$ cat config.mk
export PLATFORM = sky130hd
export DESIGN_NAME = emr_read_strobe
export DESIGN_NICKNAME = d
export VERILOG_FILES = /design/src/logic/emr_pkg.sv /design/src/logic/emr_pins_if.sv /design/src/logic/emr_pad_ctrl.sv /design/src/logic/emr_read_strobe.sv
export SDC_FILE = /design/constraint.sdc
export NUM_CORES = 1
export LEC_CHECK = 0
export BUFFER_PORTS_ARGS = -buffer_cell sky130_fd_sc_hd__buf_2
export CAP_MARGIN = 20
export CELL_PAD_IN_SITES_DETAIL_PLACEMENT = 1
export CELL_PAD_IN_SITES_GLOBAL_PLACEMENT = 1
export CORE_MARGIN = 3
export CORE_UTILIZATION = 39
export DETAILED_ROUTE_END_ITERATION = 10
export PLACE_DENSITY_LB_ADDON = 0.3
export RECOVER_POWER = 100
export SLEW_MARGIN = 20
export SYNTH_ARGS = -nofsm -noshare
export SYNTH_HDL_FRONTEND = slang
export SYNTH_HIERARCHICAL = 1
export SYNTH_SLANG_ARGS = --single-unit
$ cat constraint.sdc
create_clock -name clk -period 3.8 [get_ports clk]
set_clock_uncertainty 0.05 [all_clocks]
set_input_delay 0.38 -clock clk [delete_from_list [all_inputs] [get_ports clk]]
set_output_delay 0.38 -clock clk [all_outputs]
set_load 0.1 [all_outputs]
$ cat src/logic/emr_pkg.sv
// package for the external memory read strobe block: widths, defaults, states
// assumes a single 100 MHz clock domain and synchronous reset
package emr_pkg;
    localparam int          DATA_W        = 16;
    localparam int          ADDR_W        = 24;
    localparam int          PORT_F_W      = 9;
    localparam int          CS_W          = 4;
    localparam logic [8:0]  PORT_F_PU_RST = 9'h1ff;
    localparam logic        DRIVE_KEEP_RST = 1'b0;
    localparam logic        CTRL_PU_DIS_RST = 1'b0;
    localparam int          CLK_PERIOD_NS = 10;
    localparam int          STROBE_LOW_NS = 30;
    localparam int          STROBE_CYC    =
        (STROBE_LOW_NS + CLK_PERIOD_NS - 1) / CLK_PERIOD_NS;
    typedef enum logic [2:0] {
        EMR_IDLE  = 3'b001,
        EMR_SETUP = 3'b010,
        EMR_STROBE = 3'b100
    } emr_state_t;
endpackage

$ cat src/logic/emr_pins_if.sv
// carrier between the read sequencer and the pad control module
// assumes both ends run on the same clock
`timescale 1ns/100ps
interface emr_pins_if;
    logic bus_active;  // external bus in use (setup or strobe)
    logic strobe;      // read strobe asserted this cycle
    logic drive_keep;  // keep control outputs driven when idle
    logic in_reset;    // reset is active
    modport seq (output bus_active, output strobe, output drive_keep,
                 output in_reset);
    modport pad (input bus_active, input strobe, input drive_keep,
                 input in_reset);
endinterface

$ cat src/logic/emr_pad_ctrl.sv
// pad control for the read strobe pin: output enable and pull-up
// assumes the sequencer updates the carrier every clock
`timescale 1ns/100ps
module emr_pad_ctrl (
    input  wire logic clk,          // system clock
    input  wire logic reset,        // synchronous reset, active high
    emr_pins_if.pad   pins,         // sequencer status
    input  wire logic ctrl_pu_dis,  // control pin pull-up disable
    output logic      rd_n_oe,      // strobe pad driver enable
    output logic      rd_n_pu       // strobe pad pull-up enable
);
    logic next_oe;
    // idle bus tri-states the strobe unless drive is kept
    assign next_oe = !pins.in_reset &&
                     (pins.bus_active || pins.strobe ||
                      pins.drive_keep);

    always_ff @(posedge clk) begin
        if (reset) begin
            rd_n_oe <= 1'b0;
            rd_n_pu <= 1'b1;
        end else begin
            rd_n_oe <= next_oe;
            rd_n_pu <= !ctrl_pu_dis;
        end
    end
endmodule

$ cat src/logic/emr_read_strobe.sv
// external memory read strobe and shared upper data pins, top module
// assumes synchronous pins, one clock, external memory answers on rd_n low
// Overview of operation
// - after reset the shared upper data pins act as the data bus
// - clearing port F pull-up enable bit n turns off pin n pull-up
// - read strobe low only in external read cycles, high otherwise
// - while strobe low device releases D0-D15; memory drives data
// - data is captured at the edge where strobe returns high
// - address, selects and chip selects qualified only while strobe low
// - with drive-keep clear the strobe is tri-stated when bus idle
// - control pin pull-up disable turns off the strobe pull-up
`timescale 1ns/100ps
module emr_read_strobe #(
    parameter int DATA_W   = emr_pkg::DATA_W,
    parameter int ADDR_W   = emr_pkg::ADDR_W,
    parameter int PORT_F_W = emr_pkg::PORT_F_W,
    parameter int CS_W     = emr_pkg::CS_W
) (
    input  wire logic                clk,            // system clock
    input  wire logic                reset,          // sync reset, high
    input  wire logic                rd_req,         // read request pulse
    input  wire logic                wr_busy,        // other bus activity
    input  wire logic [ADDR_W-1:0]   rd_addr,        // read address
    input  wire logic                rd_program,     // 1 program, 0 data
    input  wire logic [CS_W-1:0]     rd_cs,          // chip select, high
    input  wire logic                bus_drive_keep, // keep outputs driven
    input  wire logic                port_f_mode,    // 1 port pins, 0 bus
    input  wire logic [PORT_F_W-1:0] port_f_pullup_enable, // per pin
    input  wire logic                ctrl_pu_dis,    // strobe pull-up off
    input  wire logic [DATA_W-1:0]   data_in,        // data bus pins in
    output logic      [DATA_W-1:0]   data_oe,        // data pin drivers
    output logic      [PORT_F_W-1:0] port_f_pu,      // port F pull-ups
    output logic                     port_f_bus_mode,// upper pins are bus
    output logic                     rd_n,           // read strobe level
    output logic                     rd_n_oe,        // strobe driver on
    output logic                     rd_n_pu,        // strobe pull-up on
    output logic      [ADDR_W-1:0]   addr,           // address outputs
    output logic                     program_select_n, // program access
    output logic                     data_select_n,  // data access
    output logic      [CS_W-1:0]     chip_select_n,  // chip selects
    output logic      [DATA_W-1:0]   rd_data,        // captured word
    output logic                     rd_done         // capture pulse
);
    localparam logic [3:0] STROBE_LAST = 4'(emr_pkg::STROBE_CYC - 1);

    emr_pkg::emr_state_t state;
    emr_pkg::emr_state_t next_state;
    logic [3:0]          cnt;
    logic                start;
    logic                strobe_end;
    logic                next_rd_n;
    logic                next_ps_n;
    logic                next_ds_n;
    logic [CS_W-1:0]     next_cs_n;
    logic [ADDR_W-1:0]   addr_hold;
    logic                prog_hold;
    logic [CS_W-1:0]     cs_hold;
    emr_pins_if          pins ();

    // a read starts only while no other bus cycle runs; a request during one is not held
    assign start      = rd_req && !wr_busy && state == emr_pkg::EMR_IDLE;
    assign strobe_end = state == emr_pkg::EMR_STROBE && cnt == STROBE_LAST;
    assign next_rd_n  = !(next_state == emr_pkg::EMR_STROBE);
    // selects fall with the strobe so they qualify only the read
    assign next_ps_n  = next_rd_n || !prog_hold;
    assign next_ds_n  = next_rd_n || prog_hold;
    assign next_cs_n  = next_rd_n ? {CS_W{1'b1}} : ~cs_hold;

    always_comb begin
        next_state = state;
        unique case (state)
            emr_pkg::EMR_IDLE:   if (start) next_state = emr_pkg::EMR_SETUP;
            emr_pkg::EMR_SETUP:  next_state = emr_pkg::EMR_STROBE;
            emr_pkg::EMR_STROBE: if (strobe_end)
                next_state = emr_pkg::EMR_IDLE;
            default:             next_state = emr_pkg::EMR_IDLE;
        endcase
    end

    assign pins.bus_active = state != emr_pkg::EMR_IDLE;
    assign pins.strobe     = !rd_n;
    assign pins.drive_keep = bus_drive_keep;
    assign pins.in_reset   = reset;

    always_ff @(posedge clk) begin
        if (reset) begin
            state <= emr_pkg::EMR_IDLE;
            cnt   <= 4'h0;
        end else begin
            state <= next_state;
            cnt   <= (state == emr_pkg::EMR_STROBE) ? cnt + 4'h1 : 4'h0;
        end
    end

    always_ff @(posedge clk) begin
        if (reset) begin
            addr_hold <= '0;
            prog_hold <= 1'b0;
            cs_hold   <= '0;
        end else if (start) begin
            addr_hold <= rd_addr;
            prog_hold <= rd_program;
            cs_hold   <= rd_cs;
        end
    end

    always_ff @(posedge clk) begin
        if (reset) begin
            rd_n             <= 1'b1;
            addr             <= '0;
            program_select_n <= 1'b1;
            data_select_n    <= 1'b1;
            chip_select_n    <= {CS_W{1'b1}};
            data_oe          <= '0;
        end else begin
            rd_n             <= next_rd_n;
            addr             <= addr_hold;
            program_select_n <= next_ps_n;
            data_select_n    <= next_ds_n;
            chip_select_n    <= next_cs_n;
            data_oe          <= '0;
        end
    end

    // the last strobe-low cycle: rd_n rises at this edge, data taken here
    always_ff @(posedge clk) begin
        if (reset) begin
            rd_data <= '0;
            rd_done <= 1'b0;
        end else begin
            rd_done <= strobe_end;
            if (strobe_end) rd_data <= data_in;
        end
    end

    always_ff @(posedge clk) begin
        if (reset) begin
            port_f_bus_mode <= 1'b1;
            port_f_pu       <= PORT_F_W'(emr_pkg::PORT_F_PU_RST);
        end else begin
            port_f_bus_mode <= !port_f_mode;
            port_f_pu       <= port_f_pullup_enable;
        end
    end

    emr_pad_ctrl u_pad (
        .clk         (clk),
        .reset       (reset),
        .pins        (pins.pad),
        .ctrl_pu_dis (ctrl_pu_dis),
        .rd_n_oe     (rd_n_oe),
        .rd_n_pu     (rd_n_pu)
    );

    // every port F pin follows its own enable bit, not only pin 0
    for (genvar gi = 0; gi < PORT_F_W; gi++) begin : g_pu_bit

    end
endmodule

==> impl_metrics.py, run 1 <==
metrics = {
    "setup_path": {
        "cp-start-kind": "flop",
        "arrival_ps": 2830,
        "path_max_fanout": 17,
        "path_class": "flop to flop",
        "cp.required_ps": 3920,
        "cp-end-kind": "flop",
    },
    "layout": {
        "design_area_um2": 4210,
        "drive_above_1_share": 0.248,
        "n_fill_cell": 1009,
        "multi_input_area_um2": 1400,
        "num_antenna_cells": 0,
        "area.sequential_um2": 1920,
        "syn_to_final_growth_pct": 20.2,
        "nets": 490,
    },
    "logic_synthesis": {
        "yosysSeqAreaShare": 0.548,
        "ys_types": 30,
        "synth_compound_area_frac": 0.00606,
        "synth_ff_type": "dfxtp_1",
        "synth_top_family_by_area": "simple AND/OR/NAND/NOR gates",
        "synth-xor-area-share": 0.00499,
        "ys_warn_count": 6,
        "synth.avg_cell_area_um2": 11.3,
        "synthSimpleGateAreaFrac": 0.228,
        "yosys.area_share.adder": 0.00714,
        "synth_area_um2": 3510,
        "syn_inst": 310,
        "synth-async-reset-ratio": 0,
        "synth_top_area_frac": 0.548,
        "synth_edf_count": 0,
        "ys_ff_latch": 96,
        "yosys.area.top_type": "dfxtp_1",
        "muxShareOfSynthArea": 0.142,
        "synthTopCellsByArea": "dfxtp_1 55%, nor2b_1 8.6%, nand2b_1 8.4%",
    },
    "floorplanning": {
        "ios": 137,
        "row_count": 33,
        "chipHeight_um": 101,
        "die_w_um": 101,
        "dieArea_um2": 10200,
        "start_util": 0.414,
        "core_um2": 8460,
    },
    "routing": {
        "firstDrtPassIters": 4,
        "vias": 2407,
        "topRoutingLayerUsed": "met4",
        "avgViaCountPerCell": 4.48,
        "wl_met1_mm": 3.05,
        "drtIter0Drc": 41,
        "wl_met3_um": 509,
        "ant_nets": 0,
        "routed_wl_mm": 7.28,
        "detail_route.wl_per_cell_um": 13.6,
        "route.detailed.drc": 0,
        "met2WireLength_mm": 3.61,
    },
    "clocking": {
        "cts-root-buf": "clkbuf_8",
        "cts_tree": "done",
        "numCtsBuffers": 9,
        "cts_resized": 0,
        "cts.sinks": 96,
        "clockBufferDepth": 2,
        "hold_buffers": 0,
        "clock_latency_ps": 350,
        "postCtsSetupBuffers": 0,
        "clkTransAtPathRegs_ps": 90,
        "htreeDepth": 3,
    },
    "sta": {
        "tns_ps": 0,
        "worst_pin_slew_ps": 1670,
        "hold_viol": 0,
        "final_max_slew_viol_count": 18,
        "relSlewSlack": -0.122,
        "setup_violations": 0,
        "layout_min_cycle_time_ps": 2710,
        "max_freq_ghz": 0.370,
        "rsz0062_at_grt": "no",
        "min_period_over_period": 0.712,
        "setup_slack_ps": 1090,
    },
    "pwr": {
        "leakage_nw": 1.72,
        "clkPwrFrac": 0.343,
        "pwr-share-comb": 0.147,
        "powerDensity_nw_per_um2": 487,
        "p_switching_mw": 0.609,
        "power_frac_seq": 0.510,
        "p_int_mw": 1.44,
        "ir_drop_mv": 0.226,
        "switching_share": 0.297,
    },
    "outcome": {
        "violations": "capacitance limit, slew limit",
        "status": "finished with violations",
    },
    "placed_design": {
        "gp_congestion": 0.709,
        "dpl_worst_slack_ps": 1560,
        "placed_area_um2": 4110,
        "hpwl_mm": 5.20,
        "port_buffers": 120,
    },
    "grt": {
        "overflow": 0,
        "grt_pass1_vias": 2551,
        "grt_max_degree": 76,
        "grt_usage": 0.145,
        "antenna_found_initial": 0,
        "grt_pass1_wl_mm": 11.6,
    },
    "flow_run": {
        "cap_violations": 1,
    },
    "worst_hold_path": {
        "hold_path.class": "input port to flop",
    },
}
==> placed cells by master, fill, tap and decap left out, types with 2 or more instances in the layout <==
cell type	n
inv_6	2
clkbuf_1	61
mux2i_1	21
or2_2	9
mux2_1	5
mux2_2	19
dfxtp_1	96
nor2b_1	48
inv_1	2
conb_1	16
clkbuf_8	10
or3b_1	3
nor2_1	7
buf_2	59
buf_4	2
nand2b_1	47
ha_1	2
nor3_1	2
nand3_1	6
==> critical path, stage by stage (launching register included) <==
cell,delay (ps)
dfxtp_1,350
inv_1,70
ha_1,150
or3b_1,400
nor3_2,1300
mux2i_1,210
==> power by group through the flow <==
stage	clock network (mW)	logic, mW	registers, mW
5_1_grt	0.769	0.318	1.05
6_report	0.704	0.301	1.05
2_1_floorplan	0	0.161	1.17
3_3_place_gp	0	0.307	1.07
3_5_place_dp	0	0.312	1.07
4_1_cts	0.730	0.312	1.05
==> Yosys cell counts, types with 2 or more instances <==
cell type and count:
inv_1 2, clkbuf_1 11, buf_4 17, buf_6 2, dfxtp_1 96, or2_2 9, mux2_4 5, nor2b_1 48
mux2i_1 21, nand3_1 6, nand2b_1 47, mux2_2 19, nor2_1 7, or3b_1 2, nor3_1 2, ha_1 2
==> cell type report <==
| cell class | instances | share of cell area |
|---|---|---|
| timing repair buffer | 122 | 0.128 |
| tap | 105 | 0.0312 |
| clock buffer | 10 | 0.0327 |
| clock inverter | 6 | 0.0178 |
| multi-input combinational | 196 | 0.333 |
| sequential | 96 | 0.456 |
| inverter | 2 | 0.00178 |
==> per-stage QoR <==
stage               total power, mW  instances   util  hold slack, ps
CTS                            2.09        537  0.510             122
global route                   2.14        537  0.498             138
detailed placement             1.38        521  0.485             333
global placement               1.37        521  0.485             329
floorplan                      1.34        325      -             318
finish                         2.05        537  0.498             142
==> worst paths after layout <==
kind	startpoint	end	slack, ps	cells past startpoint
worst max-delay path	cnt[0]$_SDFF_PP0_	rd_data[12]$_SDFFE_PP0P_	1090	5
worst min-delay path	ctrl_pu_dis	u_pad/rd_n_pu$_SDFF_PP1_	140	2
worst max register to register	cnt[0]$_SDFF_PP0_	rd_data[12]$_SDFFE_PP0P_	1090	5
worst min register to register	cs_hold[3]$_SDFFE_PP0P_	chip_select_n[3]$_SDFF_PP1_	350	1
==> logic make-up (layout without fill, tap and decap cells) <==
logic type | count (synthesis) | in the layout
and+or+nand+nor | 128 | 128
DFF | 96 | 96
muxes | 45 | 45
buffers and inverters | 33 | 140
AOI/OAI and AO/OA | 3 | 3
adders and majority gates | 2 | 2
xor gates and xnor gates | 2 | 2
other | 1 | 16
==> layer usage <==
layer | global-route usage | up-vias
li1 | - | 1190
met1 | 0.167 | 1124
met2 | 0.251 | 83
met3 | 0.0381 | 10
met4 | 0.0622 | 0
met5 | 0 | -
==> registers in the layout (all words and copies together) (netlist names), 3 cells and up <==
signal,cells
state,3
cnt,4
cs_hold,4
addr,24
chip_select_n,4
port_f_pu,9
addr_hold,24
rd_data,16
Power figures use the tool's default switching activity.
==> run 2, diff against run 1 <==
- ABC_AREA: unset -> 1
- CORE_UTILIZATION: 39 -> 31
- clock period: 3.8 -> 2.2 ns (I/O delays scaled with it)
==> run 2 against run 1 <==
The run now ends clean. Power is 83% higher. Global-route usage decreased by 0.52 points. Sequential share of layout area is 0.20 points lower. Count of clock-buffer cells in the layout shrank 1. First-iteration DRC count increased by 51%. Synthesized cell count grew 26%. Highest routed layer unchanged. Clock power is 78% higher.
==> impl_metrics.py, run 2 <==
metrics = {
    "layout": {
        "nets": 585,
        "drive_above_1_share": 0.194,
        "final_common_cell": "dfxtp_1",
        "design_area_um2": 4230,
        "syn_to_final_growth_pct": 25.7,
        "num_antenna_cells": 0,
        "top_regs": "addr: 24 flops, addr_hold: 24 flops, rd_data: 16 flops",
        "most-common-layout-cells": "96 x dfxtp_1, 61 x clkbuf_1, 60 x buf_2",
        "n_fill_cell": 1329,
    },
    "clocking": {
        "clock_latency_ps": 350,
        "clockBufferDepth": 2,
        "numCtsBuffers": 9,
        "cts_tree": "done",
        "cts.sinks": 96,
        "htreeDepth": 3,
        "clkTransAtPathRegs_ps": 90,
        "cts-root-buf": "clkbuf_8",
        "postCtsSetupBuffers": 0,
    },
    "grt": {
        "grt_pass1_wl_mm": 13.2,
        "grt_max_degree": 28,
        "overflow": 0,
        "antenna_found_initial": 0,
        "grt_usage": 0.140,
        "grt_pass1_vias": 2852,
    },
    "logic_synthesis": {
        "muxShareOfSynthArea": 0,
        "ys_ff_latch": 96,
        "synth_top_area_frac": 0.571,
        "ys_types": 26,
        "synthTopCellsByArea": "dfxtp_1 57%, nand2_1 6.2%, inv_1 6.0%",
        "synth_top_family_by_area": "simple AND/OR/NAND/NOR gates",
        "synthSimpleGateAreaFrac": 0.247,
        "synth-async-reset-ratio": 0,
        "synth_ff_type": "dfxtp_1",
        "synth_commonest_cells": "96 x dfxtp_1, 56 x nand2_1, 54 x inv_1",
        "synth.avg_cell_area_um2": 8.59,
        "yosys.area.top_type": "dfxtp_1",
        "yosysSeqAreaShare": 0.571,
        "ys_warn_count": 6,
        "synth-xor-area-share": 0.00260,
        "synth_edf_count": 0,
        "synth_compound_area_frac": 0.0420,
        "yosys.area_share.adder": 0.00743,
        "synth_area_um2": 3370,
        "syn_inst": 392,
        "synth_most_common_cell": "dfxtp_1",
    },
    "pwr": {
        "power_mw": 3.75,
        "ir_drop_mv": 0.299,
        "powerDensity_nw_per_um2": 885,
        "leakage_nw": 2.05,
    },
    "placed_design": {
        "hpwl_mm": 5.80,
        "port_buffers": 120,
        "placed_area_um2": 4010,
        "gp_congestion": 0.699,
    },
    "sta": {
        "setup_violations": 0,
        "hold_viol": 0,
        "max_freq_ghz": 0.536,
        "layout_min_cycle_time_ps": 1870,
        "tns_ps": 0,
        "final_max_slew_viol_count": 0,
        "min_period_over_period": 0.848,
        "rsz0062_at_grt": "no",
        "worst_pin_slew_ps": 1210,
        "relSlewSlack": 0.198,
        "hold_slack_ps": 44.3,
    },
    "routing": {
        "firstDrtPassIters": 4,
        "met2WireLength_mm": 3.86,
        "topRoutingLayerUsed": "met4",
        "routed_wl_mm": 8.34,
        "ant_nets": 0,
        "avgViaCountPerCell": 4.26,
        "wl_met3_um": 647,
        "detail_route.wl_per_cell_um": 12.6,
        "route.detailed.drc": 0,
        "wl_met1_mm": 3.76,
        "vias": 2822,
        "drtIter0Drc": 62,
    },
    "setup_path": {
        "arrival_ps": 1600,
        "critical_path.slowest_cell": "clkbuf_1",
        "cp-end-kind": "output pin",
        "cpPeakStageDelay_ps": 880,
        "path_class": "flop to output pin",
        "worstPathCellList": "clkbuf_1",
        "path_max_fanout": 2,
        "path_buf_inv": 1,
        "cp-start-kind": "flop",
        "cp.required_ps": 1930,
        "crit_family": "buffers and inverters",
    },
    "floorplanning": {
        "start_util": 0.322,
        "die_w_um": 110,
        "row_count": 37,
        "ios": 137,
        "chipHeight_um": 110,
        "dieArea_um2": 12100,
        "core_um2": 10500,
    },
    "worst_hold_path": {
        "hold_path.class": "input port to flop",
    },
    "outcome": {
        "status": "complete, no violations",
    },
    "flow_run": {
        "cap_violations": 0,
    },
}
run 2: what timing repair did:
action,in CTS,in global routing
gates resized for setup,0,0
hold buffers,11,0
hold endpoints to repair,11,0
endpoints found under the setup margin,0,0
run 2: stage by stage:
stage | cells | setup WS (ps) | util
after floorplan | 407 | 885 | -
after global placement | 636 | 645 | 0.383
after detailed placement | 636 | 533 | 0.383
after CTS | 662 | 514 | 0.414
after global routing | 662 | 198 | 0.405
final | 662 | 333 | 0.405
run 2: cell type report:
cell class | instances | area, µm² | share of cell area
Clock buffer | 9 | 124 | 0.0293
Clock inverter | 6 | 92.6 | 0.0219
Inverter | 57 | 214 | 0.0505
Multi-Input combinational cell | 222 | 1050 | 0.247
Sequential cell | 96 | 1920 | 0.454
Tap cell | 136 | 170 | 0.0402
Timing Repair Buffer | 136 | 664 | 0.157
run 2: cell families (layout without fill, tap and decap cells):
group | count (synthesis) | after routing
flops | 96 | 96
simple gates | 177 | 177
buf+inv | 89 | 208
xor+xnor | 1 | 1
fa+ha+maj | 2 | 2
other cells | 1 | 16
compound gates | 26 | 26
run 2: per-layer routing:
layer  vias up  global-route usage
li1       1431                   -
met1      1295               0.172
met2        91               0.236
met3         5              0.0402
met4         0              0.0422
met5         -                   0
run 2: power by group:
part / internal (mW) / switching [mW]
clock network: 0.640 / 0.614
registers: 1.82 / 0.0273
logic: 0.119 / 0.528
total: 2.58 / 1.17
run 2: final timing paths:
path | slack [ps] | end | from | cells after the start
worst max-delay path | 330 | rd_data[11] | rd_data[11]$_SDFFE_PP0P_ | 1
worst min-delay path | 40 | cs_hold[0]$_SDFFE_PP0P_ | rd_cs[0] | 3
worst min register to register | 370 | chip_select_n[3]$_SDFF_PP1_ | cs_hold[3]$_SDFFE_PP0P_ | 1
worst max register to register | 490 | addr_hold[8]$_SDFFE_PP0P_ | state[2]$_SDFF_PP0_ | 5
==> run 3, diff against run 2 <==
- CORE_UTILIZATION: 31 -> 34
- clock period: 2.2 -> 1.88 ns (I/O delays scaled with it)
==> run 3 against run 2 <==
Clock power is 14% higher. Via count increased by 1.2%. Setup slack worse by 15 ps. Power increased by 16%.
==> impl_metrics.py, run 3 (same netlist as run 2, synthesis figures left out) <==
metrics = {
    "layout": {
        "n_fill_cell": 1185,
        "num_antenna_cells": 0,
        "drive_above_1_share": 0.308,
        "nets": 590,
        "top_regs": "addr: 24 flops, addr_hold: 24 flops, rd_data: 16 flops",
        "most-common-layout-cells": "96 x dfxtp_1, 62 x clkbuf_2, 59 x buf_2",
        "syn_to_final_growth_pct": 28.2,
        "final_common_cell": "dfxtp_1",
    },
    "clocking": {
        "cts_resized": 0,
        "hold_buffers": 12,
        "htreeDepth": 3,
        "cts-root-buf": "clkbuf_8",
        "clock_latency_ps": 360,
        "cts_tree": "done",
        "postCtsSetupBuffers": 0,
        "clkTransAtPathRegs_ps": 110,
        "numCtsBuffers": 9,
        "clockBufferDepth": 2,
        "cts.sinks": 96,
    },
    "setup_path": {
        "worstPathCellList": "inv_1 -> nand3_1 -> buf_4 -> nor3_1 -> a21oi_1",
        "path_buf_inv": 2,
        "cp-end-kind": "flop",
        "cp.required_ps": 2070,
        "crit_family": "simple AND/OR/NAND/NOR gates",
        "critical_path.slowest_cell": "dfxtp_1",
        "cp-start-kind": "flop",
        "path_max_fanout": 16,
        "cpPeakStageDelay_ps": 350,
        "path_class": "flop to flop",
        "arrival_ps": 1750,
    },
    "pwr": {
        "power_mw": 4.36,
        "ir_drop_mv": 0.428,
        "leakage_nw": 2.25,
        "powerDensity_nw_per_um2": 1010,
    },
    "floorplanning": {
        "start_util": 0.358,
        "die_w_um": 106,
        "core_um2": 9420,
        "ios": 137,
        "chipHeight_um": 106,
        "row_count": 35,
        "dieArea_um2": 11100,
    },
    "outcome": {
        "status": "complete, no violations",
    },
    "placed_design": {
        "port_buffers": 120,
        "gp_congestion": 0.712,
        "hpwl_mm": 6.00,
    },
    "routing": {
        "vias": 2856,
        "topRoutingLayerUsed": "met4",
        "wl_met1_mm": 3.84,
        "met2WireLength_mm": 3.97,
        "firstDrtPassIters": 4,
        "drtIter0Drc": 44,
        "routed_wl_mm": 8.43,
        "avgViaCountPerCell": 4.32,
        "wl_met3_um": 508,
        "detail_route.wl_per_cell_um": 12.7,
        "ant_nets": 0,
        "route.detailed.drc": 0,
    },
    "sta": {
        "min_period_over_period": 0.831,
        "setup_violations": 0,
        "max_freq_ghz": 0.640,
        "worst_pin_slew_ps": 654,
        "tns_ps": 0,
        "relSlewSlack": 0.564,
        "hold_viol": 0,
        "layout_min_cycle_time_ps": 1560,
        "final_max_slew_viol_count": 0,
        "rsz0062_at_grt": "no",
    },
    "grt": {
        "grt_usage": 0.154,
        "grt_pass1_wl_mm": 13.8,
        "grt_pass1_vias": 2987,
        "grt_max_degree": 26,
        "antenna_found_initial": 0,
        "overflow": 0,
    },
    "flow_run": {
        "cap_violations": 0,
    },
    "worst_hold_path": {
        "hold_path.class": "input port to flop",
    },
}
[run 3: changes by cell type in the layout (fill, tap and decap cells not counted), sizes merged]
cell	previous run	this run
buf	62	64
bufinv	2	1
clkbuf	72	74
clkinv	1	3
clkinvlp	2	0
dlygate4sd3	11	12
inv	58	60
[run 3: worst paths after layout]
kind	from	to	slack [ps]	cells after the start
worst max-delay path	state[2]$_SDFF_PP0_	addr_hold[11]$_SDFFE_PP0P_	320	5
worst min-delay path	rd_cs[1]	cs_hold[1]$_SDFFE_PP0P_	20	3
worst max register to register	state[2]$_SDFF_PP0_	addr_hold[11]$_SDFFE_PP0P_	320	5
worst min register to register	cs_hold[2]$_SDFFE_PP0P_	chip_select_n[2]$_SDFF_PP1_	370	1
[run 3: stage by stage]
step / area, µm² / util / hold WS, ps / setup WS [ps] / cells
after CTS: 4360 / 0.464 / 0.424 / 409 / 661
after floorplan: 3420 / - / 207 / 565 / 407
after global routing: 4320 / 0.458 / 5.29 / 143 / 661
final: 4320 / 0.458 / 17.5 / 319 / 661
after detailed placement: 4030 / 0.428 / 308 / 424 / 633
after global placement: 4030 / 0.428 / 306 / 499 / 633
[run 3: layout make-up]
type                    count  area, µm²  area share
well taps                 129        161      0.0374
clock inverters             7       88.8      0.0206
multi-input cells         222       1030       0.239
inverters                  57        214      0.0496
repair buffers            141        774       0.179
flip-flops and latches     96       1920       0.445
clock buffers               9        124      0.0287
[run 3: tightest hold or removal path, cell delays in order]
cell     delay (ps)
buf_2            80
nand3_1          70
nand2_1          60
[run 3: where the power goes]
group | internal, mW | switching [mW] | leakage [nW] | total (mW)
clock | 0.645 | 0.781 | 0.109 | 1.43
sequential | 2.13 | 0.0303 | 0.785 | 2.16
combinational | 0.154 | 0.618 | 1.36 | 0.772
total | 2.93 | 1.43 | 2.25 | 4.36
[run 3: metal layers]
metal,up-vias,track usage
met2,97,0.265
met3,7,0.0374
met4,0,0.0555
met1,1301,0.186
li1,1451,-
met5,-,0
